[src/rtl/ddcfe_pkg.sv]
`default_nettype none
package ddcfe_pkg;
	// ========================================
	// register map, byte addresses
	localparam logic [7:0] OFS_CONFIG = 8'h00;
	localparam logic [7:0] OFS_AGC_GAIN = 8'h04;
	localparam logic [7:0] OFS_STATUS = 8'h08;
	localparam logic [7:0] OFS_SAMPLE = 8'h0C;
	localparam logic [7:0] OFS_NCO = 8'h10;
	// ========================================
	// field positions and reset values
	localparam int CFG_W = 8;
	localparam int AGC_HI_LSB = 16;
	localparam int STAT_GAIN_LSB = 0;
	localparam int STAT_CHOICE_BIT = 4;
	localparam int STAT_BUSY_BIT = 5;
	localparam logic [7:0] CONFIG_RESET = 8'h0D;
	localparam logic [31:0] AGC_GAIN_RESET = 32'h0000_0000;
	localparam logic [3:0] SHIFT_MAX = 4'hF;
	// ========================================
	// sample, serial word, byte and pin sizes; bus response codes
	localparam int SAMPLE_W = 14;
	localparam int OFFSET_W = 32;
	localparam int BYTE_W = 8;
	localparam int PIN_W = 23;
	localparam logic [1:0] RESP_OKAY = 2'b00;
	localparam logic [1:0] RESP_SLVERR = 2'b10;
	// ========================================
	// types
	typedef struct packed {
		logic [3:0] shift;
		logic [1:0] len_code;
		logic interp;
		logic twos;
	} ddcfe_cfg_s;
	typedef struct packed {
		logic valid;
		logic [SAMPLE_W-1:0] data;
	} ddcfe_sample_s;
	typedef enum logic [1:0] {
		SER_IDLE = 2'b01,
		SER_SHIFT = 2'b10
	} ddcfe_ser_e;
endpackage
`default_nettype wire

[src/rtl/ddcfe_front_end.sv]
// The AXI4-Lite slave port and the register offsets are this design's own decisions.
`default_nettype none
// How it works
// [RULE_01] input steps happen on front-end clock rises
// [RULE_02] 14-bit sample, offset binary or two's complement
// [RULE_03] gated: one sample per enabled front-end cycle
// [RULE_04] add gain pins to shift, saturate at F
// [RULE_05] each gain pin step adds 6 dB
// [RULE_06] back-end work runs on back-end clock rises
// [RULE_07] domain transfer safe for unrelated clocks
// [RULE_08] loop gain choice high selects gain 1
// [RULE_09] serial offset loaded into carrier NCO
// [RULE_10] offset word 8, 16, 24 or 32 bits
// [RULE_11] sync comes one cycle before the MSB
// [RULE_12] MSB first; NCO updates after last bit
module ddcfe_front_end #(
	parameter int AGC_W = 8
)(
	// clock and reset
	input wire logic aclk,
	input wire logic aresetn,
	// axi4-lite write channels
	input wire logic [7:0] s_axi_awaddr,
	input wire logic s_axi_awvalid,
	output logic s_axi_awready,
	input wire logic [31:0] s_axi_wdata,
	input wire logic [3:0] s_axi_wstrb,
	input wire logic s_axi_wvalid,
	output logic s_axi_wready,
	output logic [1:0] s_axi_bresp,
	output logic s_axi_bvalid,
	input wire logic s_axi_bready,
	// axi4-lite read channels
	input wire logic [7:0] s_axi_araddr,
	input wire logic s_axi_arvalid,
	output logic s_axi_arready,
	output logic [31:0] s_axi_rdata,
	output logic [1:0] s_axi_rresp,
	output logic s_axi_rvalid,
	input wire logic s_axi_rready,
	// device pins
	input wire logic front_end_clock,
	input wire logic back_end_clock,
	input wire logic [ddcfe_pkg::SAMPLE_W-1:0] sample_in,
	input wire logic sample_enable_n,
	input wire logic [2:0] gain_offset_pins,
	input wire logic loop_gain_choice,
	input wire logic carrier_offset_serial,
	input wire logic carrier_offset_sync,
	// front-end results
	output ddcfe_pkg::ddcfe_sample_s fe_sample,
	output logic [3:0] shift_code_eff,
	output logic [ddcfe_pkg::OFFSET_W-1:0] carrier_nco_offset,
	output logic carrier_nco_load,
	// back-end results
	output ddcfe_pkg::ddcfe_sample_s be_sample,
	output logic [AGC_W-1:0] agc_loop_gain
);
	import ddcfe_pkg::*;

	if (AGC_W < 1 || AGC_W > 16)
		$error("AGC_W must lie between 1 and 16");

	// ========================================
	// pin synchronisers
	logic [PIN_W-1:0] pins_raw;
	logic [PIN_W-1:0] sync1_q;
	logic [PIN_W-1:0] sync2_q;
	logic fe_prev_q;
	logic be_prev_q;
	logic fe_rise;
	logic be_rise;
	logic [SAMPLE_W-1:0] pin_data;
	logic pin_en_n;
	logic [2:0] pin_gain;
	logic pin_choice;
	logic pin_ser;
	logic pin_sync;

	assign pins_raw = {front_end_clock, back_end_clock, sample_in, sample_enable_n,
		gain_offset_pins, loop_gain_choice, carrier_offset_serial, carrier_offset_sync};
	assign {pin_data, pin_en_n, pin_gain, pin_choice, pin_ser, pin_sync} = sync2_q[20:0];

	// two stages for every pin; only the second stage is read
	always_ff @(posedge aclk)
	begin
		if (!aresetn)
		begin
			sync1_q <= '0;
			sync2_q <= '0;
			fe_prev_q <= 1'b0;
			be_prev_q <= 1'b0;
		end
		else
		begin
			sync1_q <= pins_raw;
			sync2_q <= sync1_q;
			fe_prev_q <= sync2_q[22];
			be_prev_q <= sync2_q[21];
		end
	end

	// clock pins become one-cycle enables; data pins share the same delay
	assign fe_rise = sync2_q[22] & ~fe_prev_q; // RULE_01
	assign be_rise = sync2_q[21] & ~be_prev_q; // RULE_06

	// ========================================
	// register file state
	ddcfe_cfg_s cfg_q;
	ddcfe_cfg_s cfg_d;
	logic [31:0] agc_q;
	logic [31:0] agc_d;
	logic aw_full_q;
	logic aw_full_d;
	logic [7:0] awaddr_q;
	logic [7:0] awaddr_d;
	logic w_full_q;
	logic w_full_d;
	logic [31:0] wdata_q;
	logic [31:0] wdata_d;
	logic [3:0] wstrb_q;
	logic [3:0] wstrb_d;
	logic bvalid_q;
	logic bvalid_d;
	logic [1:0] bresp_q;
	logic [1:0] bresp_d;
	logic rvalid_q;
	logic rvalid_d;
	logic [31:0] rdata_q;
	logic [31:0] rdata_d;
	logic [1:0] rresp_q;
	logic [1:0] rresp_d;
	logic [31:0] status_w;
	logic ser_busy;

	assign s_axi_awready = ~aw_full_q & ~bvalid_q;
	assign s_axi_wready = ~w_full_q & ~bvalid_q;
	assign s_axi_arready = ~rvalid_q;
	assign s_axi_bvalid = bvalid_q;
	assign s_axi_bresp = bresp_q;
	assign s_axi_rvalid = rvalid_q;
	assign s_axi_rdata = rdata_q;
	assign s_axi_rresp = rresp_q;

	always_comb
	begin
		status_w = '0;
		status_w[STAT_GAIN_LSB +: 4] = shift_code_eff;
		status_w[STAT_CHOICE_BIT] = pin_choice;
		status_w[STAT_BUSY_BIT] = ser_busy;
	end

	// address and data are held apart so either may arrive first
	always_comb
	begin
		cfg_d = cfg_q;
		agc_d = agc_q;
		aw_full_d = aw_full_q;
		awaddr_d = awaddr_q;
		w_full_d = w_full_q;
		wdata_d = wdata_q;
		wstrb_d = wstrb_q;
		bvalid_d = bvalid_q;
		bresp_d = bresp_q;
		rvalid_d = rvalid_q;
		rdata_d = rdata_q;
		rresp_d = rresp_q;
		if (s_axi_awvalid && s_axi_awready)
		begin
			aw_full_d = 1'b1;
			awaddr_d = s_axi_awaddr;
		end
		if (s_axi_wvalid && s_axi_wready)
		begin
			w_full_d = 1'b1;
			wdata_d = s_axi_wdata;
			wstrb_d = s_axi_wstrb;
		end
		if (aw_full_q && w_full_q && !bvalid_q)
		begin
			aw_full_d = 1'b0;
			w_full_d = 1'b0;
			bvalid_d = 1'b1;
			bresp_d = RESP_OKAY;
			if ({awaddr_q[7:2], 2'b00} == OFS_CONFIG)
			begin
				if (wstrb_q[0])
					cfg_d = ddcfe_cfg_s'(wdata_q[CFG_W-1:0]);
			end
			else if ({awaddr_q[7:2], 2'b00} == OFS_AGC_GAIN)
			begin
				for (int b = 0; b < 4; b++)
					if (wstrb_q[b])
						agc_d[b*BYTE_W +: BYTE_W] = wdata_q[b*BYTE_W +: BYTE_W];
			end
			else if ({awaddr_q[7:2], 2'b00} != OFS_STATUS
				&& {awaddr_q[7:2], 2'b00} != OFS_SAMPLE
				&& {awaddr_q[7:2], 2'b00} != OFS_NCO)
				bresp_d = RESP_SLVERR; // unmapped
		end
		if (bvalid_q && s_axi_bready)
			bvalid_d = 1'b0;
		if (rvalid_q && s_axi_rready)
			rvalid_d = 1'b0;
		if (s_axi_arvalid && s_axi_arready)
		begin
			rvalid_d = 1'b1;
			rresp_d = RESP_OKAY;
			unique case ({s_axi_araddr[7:2], 2'b00})
				OFS_CONFIG: rdata_d = {24'h00_0000, cfg_q};
				OFS_AGC_GAIN: rdata_d = agc_q;
				OFS_STATUS: rdata_d = status_w;
				OFS_SAMPLE: rdata_d = {18'h0_0000, be_sample.data};
				OFS_NCO: rdata_d = carrier_nco_offset;
				default:
				begin
					rdata_d = 32'h0000_0000;
					rresp_d = RESP_SLVERR;
				end
			endcase
		end
	end

	always_ff @(posedge aclk)
	begin
		if (!aresetn)
		begin
			cfg_q <= ddcfe_cfg_s'(CONFIG_RESET);
			agc_q <= AGC_GAIN_RESET;
			aw_full_q <= 1'b0;
			awaddr_q <= 8'h00;
			w_full_q <= 1'b0;
			wdata_q <= 32'h0000_0000;
			wstrb_q <= 4'h0;
			bvalid_q <= 1'b0;
			bresp_q <= RESP_OKAY;
			rvalid_q <= 1'b0;
			rdata_q <= 32'h0000_0000;
			rresp_q <= RESP_OKAY;
		end
		else
		begin
			cfg_q <= cfg_d;
			agc_q <= agc_d;
			aw_full_q <= aw_full_d;
			awaddr_q <= awaddr_d;
			w_full_q <= w_full_d;
			wdata_q <= wdata_d;
			wstrb_q <= wstrb_d;
			bvalid_q <= bvalid_d;
			bresp_q <= bresp_d;
			rvalid_q <= rvalid_d;
			rdata_q <= rdata_d;
			rresp_q <= rresp_d;
		end
	end

	// ========================================
	// sample intake and gain offset
	ddcfe_sample_s fe_q;
	ddcfe_sample_s fe_d;
	logic [3:0] shift_q;
	logic [3:0] shift_d;
	logic [4:0] shift_sum;
	logic [SAMPLE_W-1:0] conv;

	// offset binary becomes two's complement by flipping the top bit
	assign conv = cfg_q.twos ? pin_data : {~pin_data[SAMPLE_W-1], pin_data[SAMPLE_W-2:0]}; // RULE_02
	// each shift code step is a 6 dB gain step in the shifter
	assign shift_sum = {1'b0, cfg_q.shift} + {2'b00, pin_gain}; // RULE_05

	always_comb
	begin
		fe_d = fe_q;
		fe_d.valid = 1'b0;
		shift_d = shift_q;
		if (fe_rise) // RULE_01
		begin
			shift_d = shift_sum[4] ? SHIFT_MAX : shift_sum[3:0]; // RULE_04
			if (!pin_en_n) // RULE_03
			begin
				fe_d.valid = 1'b1;
				fe_d.data = conv;
			end
			else if (cfg_q.interp)
			begin
				// interpolated: disabled cycles carry a zero sample
				fe_d.valid = 1'b1;
				fe_d.data = '0;
			end
		end
	end

	always_ff @(posedge aclk)
	begin
		if (!aresetn)
		begin
			fe_q <= '0;
			shift_q <= 4'h0;
		end
		else
		begin
			fe_q <= fe_d;
			shift_q <= shift_d;
		end
	end

	assign fe_sample = fe_q;
	assign shift_code_eff = shift_q;

	// ========================================
	// serial carrier offset
	ddcfe_ser_e ser_q;
	ddcfe_ser_e ser_d;
	logic [4:0] cnt_q;
	logic [4:0] cnt_d;
	logic [1:0] len_q;
	logic [1:0] len_d;
	logic [OFFSET_W-1:0] sh_q;
	logic [OFFSET_W-1:0] sh_d;
	logic [OFFSET_W-1:0] nco_q;
	logic [OFFSET_W-1:0] nco_d;
	logic load_q;
	logic load_d;
	logic [4:0] last_bit;

	assign ser_busy = (ser_q == SER_SHIFT);
	assign last_bit = {len_q, 3'b111}; // RULE_10

	// short words are left-justified so they keep their frequency weight
	always_comb
	begin
		ser_d = ser_q;
		cnt_d = cnt_q;
		len_d = len_q;
		sh_d = sh_q;
		nco_d = nco_q;
		load_d = 1'b0;
		if (fe_rise) // RULE_09
		begin
			unique case (ser_q)
				SER_IDLE:
				begin
					if (pin_sync) // RULE_11
					begin
						ser_d = SER_SHIFT;
						cnt_d = 5'd0;
						len_d = cfg_q.len_code;
					end
				end
				SER_SHIFT:
				begin
					sh_d = {sh_q[OFFSET_W-2:0], pin_ser}; // RULE_12
					cnt_d = cnt_q + 5'd1;
					if (cnt_q == last_bit) // RULE_12
					begin
						ser_d = SER_IDLE;
						load_d = 1'b1;
						unique case (len_q)
							2'd0: nco_d = {sh_d[7:0], 24'h00_0000};
							2'd1: nco_d = {sh_d[15:0], 16'h0000};
							2'd2: nco_d = {sh_d[23:0], 8'h00};
							2'd3: nco_d = sh_d;
						endcase
					end
					// a fresh sync restarts the word
					if (pin_sync)
					begin
						ser_d = SER_SHIFT;
						cnt_d = 5'd0;
						len_d = cfg_q.len_code;
					end
				end
				default: ser_d = SER_IDLE;
			endcase
		end
	end

	always_ff @(posedge aclk)
	begin
		if (!aresetn)
		begin
			ser_q <= SER_IDLE;
			cnt_q <= 5'd0;
			len_q <= 2'd0;
			sh_q <= '0;
			nco_q <= '0;
			load_q <= 1'b0;
		end
		else
		begin
			ser_q <= ser_d;
			cnt_q <= cnt_d;
			len_q <= len_d;
			sh_q <= sh_d;
			nco_q <= nco_d;
			load_q <= load_d;
		end
	end

	assign carrier_nco_offset = nco_q;
	assign carrier_nco_load = load_q;

	// ========================================
	// back-end handoff and loop gain choice
	// a toggle flags each new sample; the back end takes it on its own rise
	logic tog_fe_q;
	logic tog_be_q;
	logic [SAMPLE_W-1:0] hold_q;
	ddcfe_sample_s be_q;
	logic [AGC_W-1:0] gain_q;
	logic tog_fe_d;
	logic tog_be_d;
	logic [SAMPLE_W-1:0] hold_d;
	ddcfe_sample_s be_d;
	logic [AGC_W-1:0] gain_d;

	always_comb
	begin
		tog_fe_d = tog_fe_q;
		hold_d = hold_q;
		tog_be_d = tog_be_q;
		be_d = be_q;
		be_d.valid = 1'b0;
		gain_d = gain_q;
		if (fe_q.valid)
		begin
			hold_d = fe_q.data;
			tog_fe_d = ~tog_fe_q; // RULE_07
		end
		if (be_rise) // RULE_06
		begin
			gain_d = pin_choice ? agc_q[AGC_HI_LSB +: AGC_W] : agc_q[AGC_W-1:0]; // RULE_08
			if (tog_be_q != tog_fe_q) // RULE_07
			begin
				tog_be_d = tog_fe_q;
				be_d.valid = 1'b1;
				be_d.data = hold_q;
			end
		end
	end

	always_ff @(posedge aclk)
	begin
		if (!aresetn)
		begin
			tog_fe_q <= 1'b0;
			tog_be_q <= 1'b0;
			hold_q <= '0;
			be_q <= '0;
			gain_q <= '0;
		end
		else
		begin
			tog_fe_q <= tog_fe_d;
			tog_be_q <= tog_be_d;
			hold_q <= hold_d;
			be_q <= be_d;
			gain_q <= gain_d;
		end
	end

	assign be_sample = be_q;
	assign agc_loop_gain = gain_q;
endmodule
`default_nettype wire

[config.mk]
export PLATFORM = sky130hd
export DESIGN_NAME = ddcfe_front_end
export DESIGN_NICKNAME = d
export VERILOG_FILES = /design/src/rtl/ddcfe_pkg.sv /design/src/rtl/ddcfe_front_end.sv
export SDC_FILE = /design/constraint.sdc
export NUM_CORES = 1
export LEC_CHECK = 0
export ABC_AREA = 1
export BUFFER_PORTS_ARGS = -buffer_cell sky130_fd_sc_hd__buf_4
export CORE_ASPECT_RATIO = 0.75
export CORE_MARGIN = 2
export CORE_UTILIZATION = 40
export DETAILED_ROUTE_END_ITERATION = 6
export GPL_TIMING_DRIVEN = 0
export PLACE_DENSITY = 0.57
export SKIP_CTS_REPAIR_TIMING = 1
export SYNTH_ARGS = -nofsm -noshare
export SYNTH_HDL_FRONTEND = slang
export SYNTH_SLANG_ARGS = --single-unit
[constraint.sdc]
create_clock -name aclk -period 2.7 [get_ports aclk]
set_input_delay 0.135 -clock aclk [delete_from_list [all_inputs] [get_ports aclk]]
set_output_delay 0.135 -clock aclk [all_outputs]
set_load 0.05 [all_outputs]
==> flow_results.org, run 1 <==
** Yosys
- Unique cell type count in the Yosys netlist :: 37
- Mapped Avg Cell Area :: roughly 7.6 um^2
- The mapped netlist covers about 12,000 um^2.
- In the synthesized netlist, the number of instances is approximately 1,500.
- For this run, the number of Yosys warnings is 0.
- Yosys attributes the largest share of cell area to dfxtp_1 (51%), nand2_1 (8.5%), o21ai_0 (7.8%).
- For this run, the register share of the synthesized area comes to 0.5149.
- Of the post-synthesis cell area, the dominant cell type holds 0.5149.
- Of all cell types, the one taking the most synthesized area is dfxtp_1.
- Flip-flop and latch count after synthesis :: 299

** Final layout
- The filler cells instantiated in the layout total around 2,900.
- Final net count :: 1,915
- In the final layout, the share of cells above drive strength 1 is 0.1617.
- In the layout the commonest cells are dfxtp_1 (299), nand2_1 (262), nor2_1 (208).
- # diodes :: 0
- Non-Filler Cell Area, Final :: approximately 15,000 um^2
- Compared with the post-synthesis result, the final layout area differs by 31.03%.
- Leaving out fill and tap cells, the most frequent cell in the layout is dfxtp_1.

** CTS
- CTS clock-pin slew for the worst setup and hold paths :: about 0.07 ns
- Clock sinks :: around 300
- TritonCTS built the clock tree.
- Deepest level of the CTS H-tree :: 1
- Counting the buffers created by CTS gives 30.
- Maximum clock insertion buffer count :: 3
- CTS root buf :: clkbuf_16
- Clock latency on the worst-skew pair, taken at its later pin, is between 0.5 and 0.6 ns.

** Setup path
- For this run, the slowest stage of the critical path takes between 0.3 and 0.4 ns.
- Crit path max fanout :: 10
- STA puts the critical path data required time at approximately 3.1 ns.
- Endpoint kind of the worst setup timing path :: register
- The worst setup path is launched from a register.
- The most critical setup path has its startpoint at sync2_q[22].
- Counting buffers and inverters, the worst setup path is 8 cells deep.
- Critical register-to-register path endpoint :: carrier_nco_offset[1]
- Arrival time worst endpoint :: 2.24 ns
- Cell family contributing the most delay on the critical path :: simple AND/OR/NAND/NOR gates
- Total buffers and inverters traversed by the critical path :: 3
- Counting cells, the worst reg-to-reg path comes to 8.
- In this run the critical register-to-register path is launched from sync2_q[22].
- The most critical setup path has its endpoint at carrier_nco_offset[1].
- Worst reg-to-reg setup slack :: around 0.9 ns
- Among all stages on the critical path, the largest delay is contributed by dfxtp_1.
- Traced cell by cell, the critical path runs through inv_1 -> nor2_1 -> nand2_1 -> inv_2 -> nand2_4 -> buf_6 -> o21ai_0 -> a21oi_1.
- Crit Path Category :: reg2reg

** Timing
- Setup repair after global routing left no endpoint under its margin.
- In the finished design, the share of the clock period the worst path needs comes to 0.6697.
- Across the routed clock network, the largest skew measured is roughly 0.013 ns.
- Worst-Margin Slew :: 1.135 ns
- Fin crit period :: around 1.8 ns
- The total count of hold-check failures in the final report came to 0.
- Maximum clock frequency :: around 550 MHz
- Worst slew margin :: 0.2434
- Final Max Tran Viols :: 0
- On the final layout, the worst hold slack is roughly 0.035 ns.
- Setup violations remaining at the end of the flow were counted as 0.
- Setup tns final :: 0 ns

** Pwr
- Summed over all cells, the static leakage comes to around 6.6 nW.
- For this design the ratio of total power to cell area is about 640 nW/um^2.
- Worst ir drop on vdd :: about 0.00038 V
- After layout, the design draws a total of around 0.0097 W.

** Place
- Placed standard-cell area :: about 14,000 um^2
- Once detailed placement completed, the half-perimeter wirelength came to 29,970 um.
- Port buffering added 191 buffers.
- The congestion estimate from routability-driven global placement came to ~0.9.

** Global route
- Pin count of the biggest net entering global routing :: 15
- The first global-routing pass estimated approximately 58,000 um of wire.
- Remaining global-route overflow :: 0
- In this run the most used layer during global routing was met1.
- In the global route stage, met3 resource usage came out at 0.04726.
- Global routing usage on met2 :: 0.3382
- Antenna violations before repair :: 0
- Via count of the first global-routing pass :: ~9,900
- For met1 alone, demand over resource in global routing was 0.3949.
- For this run, the total global-route usage over all layers was measured as 0.2471.

** Outcome
- The flow ran to the end, and the final reports show no timing, DRC or antenna violations.

** Routing
- Total iterations of the first detailed-routing run :: 7
- The first routing iteration left about 830 violations.
- Routed via count :: ~11,000
- After detailed routing, the number of remaining DRC violations is 0.
- Count of nets left with antenna violations after detail routing :: 0
- Summed over all layers, the routed wires come to just under 40,000 um.
- Via count normalized by instance count :: about 5.0
- In the final routed layout, each cell accounts on average for about 18 um.

** Floorplanning
- For this configuration, the core starts out at a cell density of 0.4030.
- During I/O placement, the number of pins put on the boundary was around 200.
- Horizontal die dimension :: about 200 um
- Placeable Area :: approximately 29,000 um^2
- The floorplan step defined a die boundary enclosing 30,460 um^2.
- Die Y :: roughly 150 um
- After floorplanning, the core was divided into 54 placement rows.

** Job
- Across the run, the number of max-cap violations was 0.

** Worst hold path
- The tightest min-delay check is of the in2reg type.
- Hold wc startpoint :: s_axi_awvalid
[synthesized netlist by cell type (all sizes together)]
| cell type | count |
|---|---|
| dfxtp | 299 |
| nand2 | 265 |
| nor2 | 215 |
| o21ai | 193 |
| a21oi | 169 |
| inv | 160 |
| nand3 | 56 |
| clkbuf | 48 |
| buf | 41 |
| nand4 | 40 |
| o22ai | 11 |
| o21bai | 7 |
| o221ai | 7 |
| ha | 6 |
| nor3 | 4 |
| nand3b | 2 |
| o211ai | 2 |
| xnor2 | 2 |
| xor2 | 2 |
| a211oi | 1 |
| a22oi | 1 |
| and2 | 1 |
| conb | 1 |
| fa | 1 |
| o21a | 1 |
[sequential cells by signal (all words and copies together), names as in the netlist, 2 cells and up]
name,count
be_sample,15
wdata_q,32
ser_q,2
wstrb_q,4
hold_q,14
cfg_q,8
carrier_nco_offset,32
awaddr_q,6
agc_q,32
sync2_q,23
fe_sample,15
cnt_q,5
sh_q,31
s_axi_rdata,32
len_q,2
sync1_q,23
agc_loop_gain,8
shift_code_eff,4
[cell type report]
type | count | area (um^2) | share of cell area
plain buffers | 89 | 439.2 | 0.02883
clock buffers | 47 | 915.9 | 0.06012
clock inverters | 8 | 92.59 | 0.006078
inverters | 160 | 603.1 | 0.03959
multi-input cells | 988 | 4602 | 0.3021
flip-flops and latches | 299 | 5986 | 0.3929
well taps | 392 | 490.5 | 0.03220
repair buffers | 258 | 2105 | 0.1382
[worst register-to-register path, stage by stage (launching register included)]
cell and delay, ns:
dfxtp_1 0.33, inv_1 0.04, nor2_1 0.24, nand2_1 0.25
inv_2 0.19, nand2_4 0.13, buf_6 0.16, o21ai_0 0.26
a21oi_1 0.08
[layer usage]
layer | share of wire | routed length [um] | up-vias
met5 | 0 | 0 | -
li1 | - | - | 5583
met1 | 0.51 | 20110 | 5191
met4 | 0.013 | 527 | 0
met2 | 0.40 | 15640 | 399
met3 | 0.082 | 3235 | 31
[logic make-up (layout without fill, tap and decap cells)]
family / Yosys count / after routing / share of synthesized area
AO/OA/AOI/OAI: 392 / 392 / 0.1751
XOR/XNOR: 4 / 4 / 0.003014
adder cells (fa/ha/maj): 7 / 7 / 0.008179
buffers and inverters: 249 / 562 / 0.08965
flip-flops: 299 / 299 / 0.5149
other: 1 / 2 / 0.0003225
AND/OR/NAND/NOR: 583 / 583 / 0.2089
[worst min-delay path by stage]
stage	endpoint	cells after the start	slack, ns
3_5_place_dp	sync1_q[22]	3	0.32
2_1_floorplan	sync1_q[0]	2	0.23
6_report	awaddr_q[3]	3	0.03
3_3_place_gp	sync1_q[10]	3	0.32
4_1_cts	s_axi_bvalid	2	-0.26
5_1_grt	awaddr_q[3]	3	0.06
[where the power goes]
part	internal, W	switching, W
logic	0.000300	0.000501
registers	0.00454	0.0000783
clock network	0.00251	0.00175
[metrics by stage]
stage               std cells    util  setup slack (ns)
floorplan                1536       -            0.5900
finish                   2241  0.5280            0.8917
CTS                      2174  0.5048            0.9031
global placement         2119  0.4698            0.7624
global route             2241  0.5280            0.7772
detailed placement       2119  0.4698            0.7471
(Power assumes the default switching activity.)
==> run 2, diff against run 1 <==
--- a/config.mk
+++ b/config.mk
@@ -12,7 +12,7 @@
 export CORE_UTILIZATION = 40
 export DETAILED_ROUTE_END_ITERATION = 6
 export GPL_TIMING_DRIVEN = 0
-export PLACE_DENSITY = 0.57
+export PLACE_DENSITY = 0.59
 export SKIP_CTS_REPAIR_TIMING = 1
 export SYNTH_ARGS = -nofsm -noshare
 export SYNTH_HDL_FRONTEND = slang
==> constraint.sdc (replaced) <==
create_clock -name aclk -period 1.59 [get_ports aclk]
set_input_delay 0.0795 -clock aclk [delete_from_list [all_inputs] [get_ports aclk]]
set_output_delay 0.0795 -clock aclk [all_outputs]
set_load 0.05 [all_outputs]
==> flow_results.org, run 2 (synthesis results as in run 1) <==
** CTS
- The clock sink total was 299 (unchanged).
- The CTS tree is done (unchanged).
- Deepest level of the CTS H-tree :: 1 (unchanged)
- The clock tree root driver cell is clkbuf_16 (unchanged).
- Worst-Skew Late Latency :: 0.55 ns (was 0.56 ns)
- CTS clock-pin slew for the worst setup and hold paths :: 0.06 ns (was 0.07 ns)
- Maximum clock insertion buffer count :: 3 (unchanged)
- Clock buffer count from CTS :: 30 (unchanged)

** Final layout
- The share of cells above drive strength 1 came to 0.2089 (was 0.1617).
- Area Growth Syn to Fin :: 35.19% (was 31.03%)
- Commonest non-fill, non-tap cell in the layout :: dfxtp_1 (unchanged)
- The layout filler cell count was 2,830 (was 2,851).
- Leading cell types in the layout, fill and taps excluded :: dfxtp_1 (290), nand2_1 (246), buf_4 (205) (was dfxtp_1 (299), nand2_1 (262), nor2_1 (208))
- The net count reported at finish was 1,927 (was 1,915).
- # diodes :: 0 (unchanged)
- Fraction of the core area covered by cells at the end of the flow :: 0.5448 (was 0.5280)
- Non-Filler Cell Area, Final :: 15,720 um^2 (was 15,230 um^2)

** Setup path
- Critical path, cell by cell: ha_4 -> nand2_4 -> nand3b_1 -> nor2_4 -> nand2_4 -> inv_8 -> clkbuf_16 -> nand3_2 -> a21oi_2 (was inv_1 -> nor2_1 -> nand2_1 -> inv_2 -> nand2_4 -> buf_6 -> o21ai_0 -> a21oi_1).
- Most prevalent standard cell on the critical path :: nand2_4
- Arrival time worst endpoint :: 2.14 ns (was 2.24 ns)
- Delay contributed by the slowest stage of the critical path :: 0.37 ns (was 0.33 ns)
- The reg-to-reg endpoint was carrier_nco_offset[6] (was carrier_nco_offset[1]).
- The kind of start point of the critical path is a register (unchanged).
- The number of cells on the critical path came to 9 (was 8).
- Cell family contributing the most delay on the critical path :: simple AND/OR/NAND/NOR gates (unchanged)
- CP Data Required Time :: 2.07 ns (was 3.13 ns)
- Depth of the most critical reg-to-reg path :: 9 (was 8)
- Crit path max fanout :: 6 (was 10)
- The setup slack on the worst flop-to-flop path was -0.07 ns (was 0.89 ns).
- Crit Path Category :: reg2reg (unchanged)
- Slowest stage cell on the critical path :: dfxtp_2 (was dfxtp_1)
- The count of buffer and inverter cells on the critical path came to 2 (was 3).
- Endpoint kind of the worst setup timing path :: register (unchanged)
- Critical R2R Launch :: cnt_q[1] (was sync2_q[22])

** Pwr
- Part of the total power dissipated in combinational logic :: 0.085 (was 0.083)
- Portion of total power attributed to sequential cells :: 0.481 (was 0.477)
- The total power per unit cell area is 1040 nW/um^2 (was 635.7 nW/um^2).
- The portion of total power attributed to the clock network came to 0.434 (was 0.440).
- Worst ir drop on vdd :: 0.0006000 V (was 0.0003806 V)
- The leakage power of the design is 6.806 nW (was 6.566 nW).
- The switching power total was 0.003915 W (was 0.002334 W).
- Fraction of power spent switching nets :: 0.2394 (was 0.2410)
- The internal power contribution was 0.01243 W (was 0.007350 W).

** Routing
- Via count normalized by instance count :: 5.008 (was 5.000)
- The total number of vias was 11,264 (was 11,204).
- Wire length reported by the detailed router :: 40,070 um (was 39,510 um)
- The final routed wire length divided by cell count is 17.82 um (was 17.63 um).
- Total iterations of the first detailed-routing run :: 6 (was 7)
- Count of nets left with antenna violations after detail routing :: 0 (unchanged)
- DR DRC count :: 0 (unchanged)
- Violation count after the first detailed-route iteration :: 834 (unchanged)

** Global route
- The number of global-route vias before repair was 9,708 (was 9,877).
- The met2 demand-to-capacity share in global routing was 0.3273 (was 0.3382).
- The met3 demand-to-capacity share in global routing came to 0.06608 (was 0.04726).
- Global-route layer with the greatest usage :: met1 (unchanged)
- The initial antenna violation count is 0 (unchanged).
- The largest net degree at the start of global routing is 15 (unchanged).
- The total routing resource utilization after global routing is 0.2454 (was 0.2471).
- Remaining global-route overflow :: 0 (unchanged)
- GRT met1 Usage :: 0.3872 (was 0.3949)
- The wire length of the first global-routing pass is 57,420 um (was 57,840 um).

** Timing
- The share of the clock period used by the worst path after layout was 1.043 (was 0.6697).
- Worst slew margin :: 0.2374 (was 0.2434)
- Final worst setup slack :: -0.06826 ns (was 0.8917 ns)
- The clock period minus worst slack is 1.658 ns (was 1.808 ns).
- The total of endpoints with negative setup slack in the final report is 20 (was 0).
- The max-slew violation count was 0 (unchanged).
- The maximum frequency from static timing analysis is 603.0 MHz (was 553.0 MHz).
- Unrepaired setup endpoints after global routing :: true (was false)
- Worst-Margin Slew :: 1.144 ns (was 1.135 ns)
- The worst slack on hold paths is -0.03056 ns (was 0.03495 ns).
- The total count of hold-check failures in the final report is 2 (was 0).
- The worst clock skew on the final layout is 0.009643 ns (was 0.01275 ns).

** Place
- The instance area at placement came to 13,580 um^2 (was 13,550 um^2).
- The placed wire-length estimate was 29,840 um (was 29,970 um).
- The weighted congestion reported at the end of routability-driven placement was 0.9082 (was 0.8906).
- Port bufs :: 191 (unchanged)

** Job
- The number of violations of the max-capacitance limit came to 0 (unchanged).

** Worst hold path
- Hold wc startpoint :: s_axi_awvalid (unchanged)
- Hold Path End :: awaddr_q[4] (was awaddr_q[3])
- The number of stages on the worst hold path is 3 (unchanged).
- The path type of the worst min-delay path is in2reg (unchanged).

** Floorplanning
- The floorplan core area is 28,850 um^2 (unchanged).
- The initial cell density of the core is 0.4030 (unchanged).
- Die outline area :: 30,460 um^2 (unchanged)
- Number of placement rows :: 54 (unchanged)
- The vertical die dimension was 151.6 um (unchanged).
- # IOs :: 198 (unchanged)
- The width of the die came to 200.9 um (unchanged).

** Outcome
- The final reports fail on negative hold slack, negative setup slack.
- Status: complete, but fails checks (was completed).
run 2: through the flow:
step                TNS, ns  setup slack, ns  total power [W]  cells
global route         -1.980          -0.1140          0.01690   2249
finish              -0.7227         -0.06826          0.01635   2249
CTS                  -5.805          -0.1861          0.01626   2170
detailed placement   -12.88          -0.2439         0.009235   2119
floorplan                 0          0.04236         0.008729   1536
global placement     -12.79          -0.2303         0.009217   2119
run 2: cell type report:
cell class | instances | area (um^2) | share of cell area
flip-flops and latches | 299 | 6005 | 0.3820
plain buffers | 88 | 474.2 | 0.03017
repair buffers | 270 | 2241 | 0.1426
clock buffers | 47 | 905.9 | 0.05763
multi-input cells | 989 | 4906 | 0.3121
inverters | 160 | 621.8 | 0.03956
well taps | 392 | 490.5 | 0.03121
clock inverters | 4 | 73.82 | 0.004697
run 2: routing by layer:
| layer | vias up | wire (um) |
|---|---|---|
| li1 | 5618 | - |
| met1 | 5197 | 20090 |
| met2 | 410 | 16000 |
| met3 | 39 | 3482 |
| met4 | 0 | 496 |
| met5 | - | 0 |
run 2: worst register-to-register path: cells and delay by family, from the launching register on:
| kind | cells | cell delay, ns |
|---|---|---|
| simple gates | 5 | 0.65 |
| fa+ha+maj | 1 | 0.16 |
| buf+inv | 2 | 0.27 |
| flops | 1 | 0.37 |
| compound gates | 1 | 0.14 |
run 2: worst max-delay path by stage:
stage | start | endpoint | slack [ns]
2_1_floorplan | s_axi_rvalid | s_axi_rdata[13] | 0.04
6_report | cnt_q[1] | carrier_nco_offset[6] | -0.07
3_5_place_dp | s_axi_araddr[3] | s_axi_rdata[29] | -0.24
3_3_place_gp | s_axi_araddr[3] | s_axi_rdata[24] | -0.23
4_1_cts | ser_q[0] | sh_q[21] | -0.19
5_1_grt | cnt_q[1] | carrier_nco_offset[6] | -0.11
run 2: power by group through the flow:
stage	sequential (W)	clock (W)	combinational [W]
floorplan	0.00808	0	0.000650
global placement	0.00801	0	0.00120
detailed placement	0.00802	0	0.00122
CTS	0.00785	0.00719	0.00122
global route	0.00788	0.00749	0.00153
finish	0.00786	0.00710	0.00139
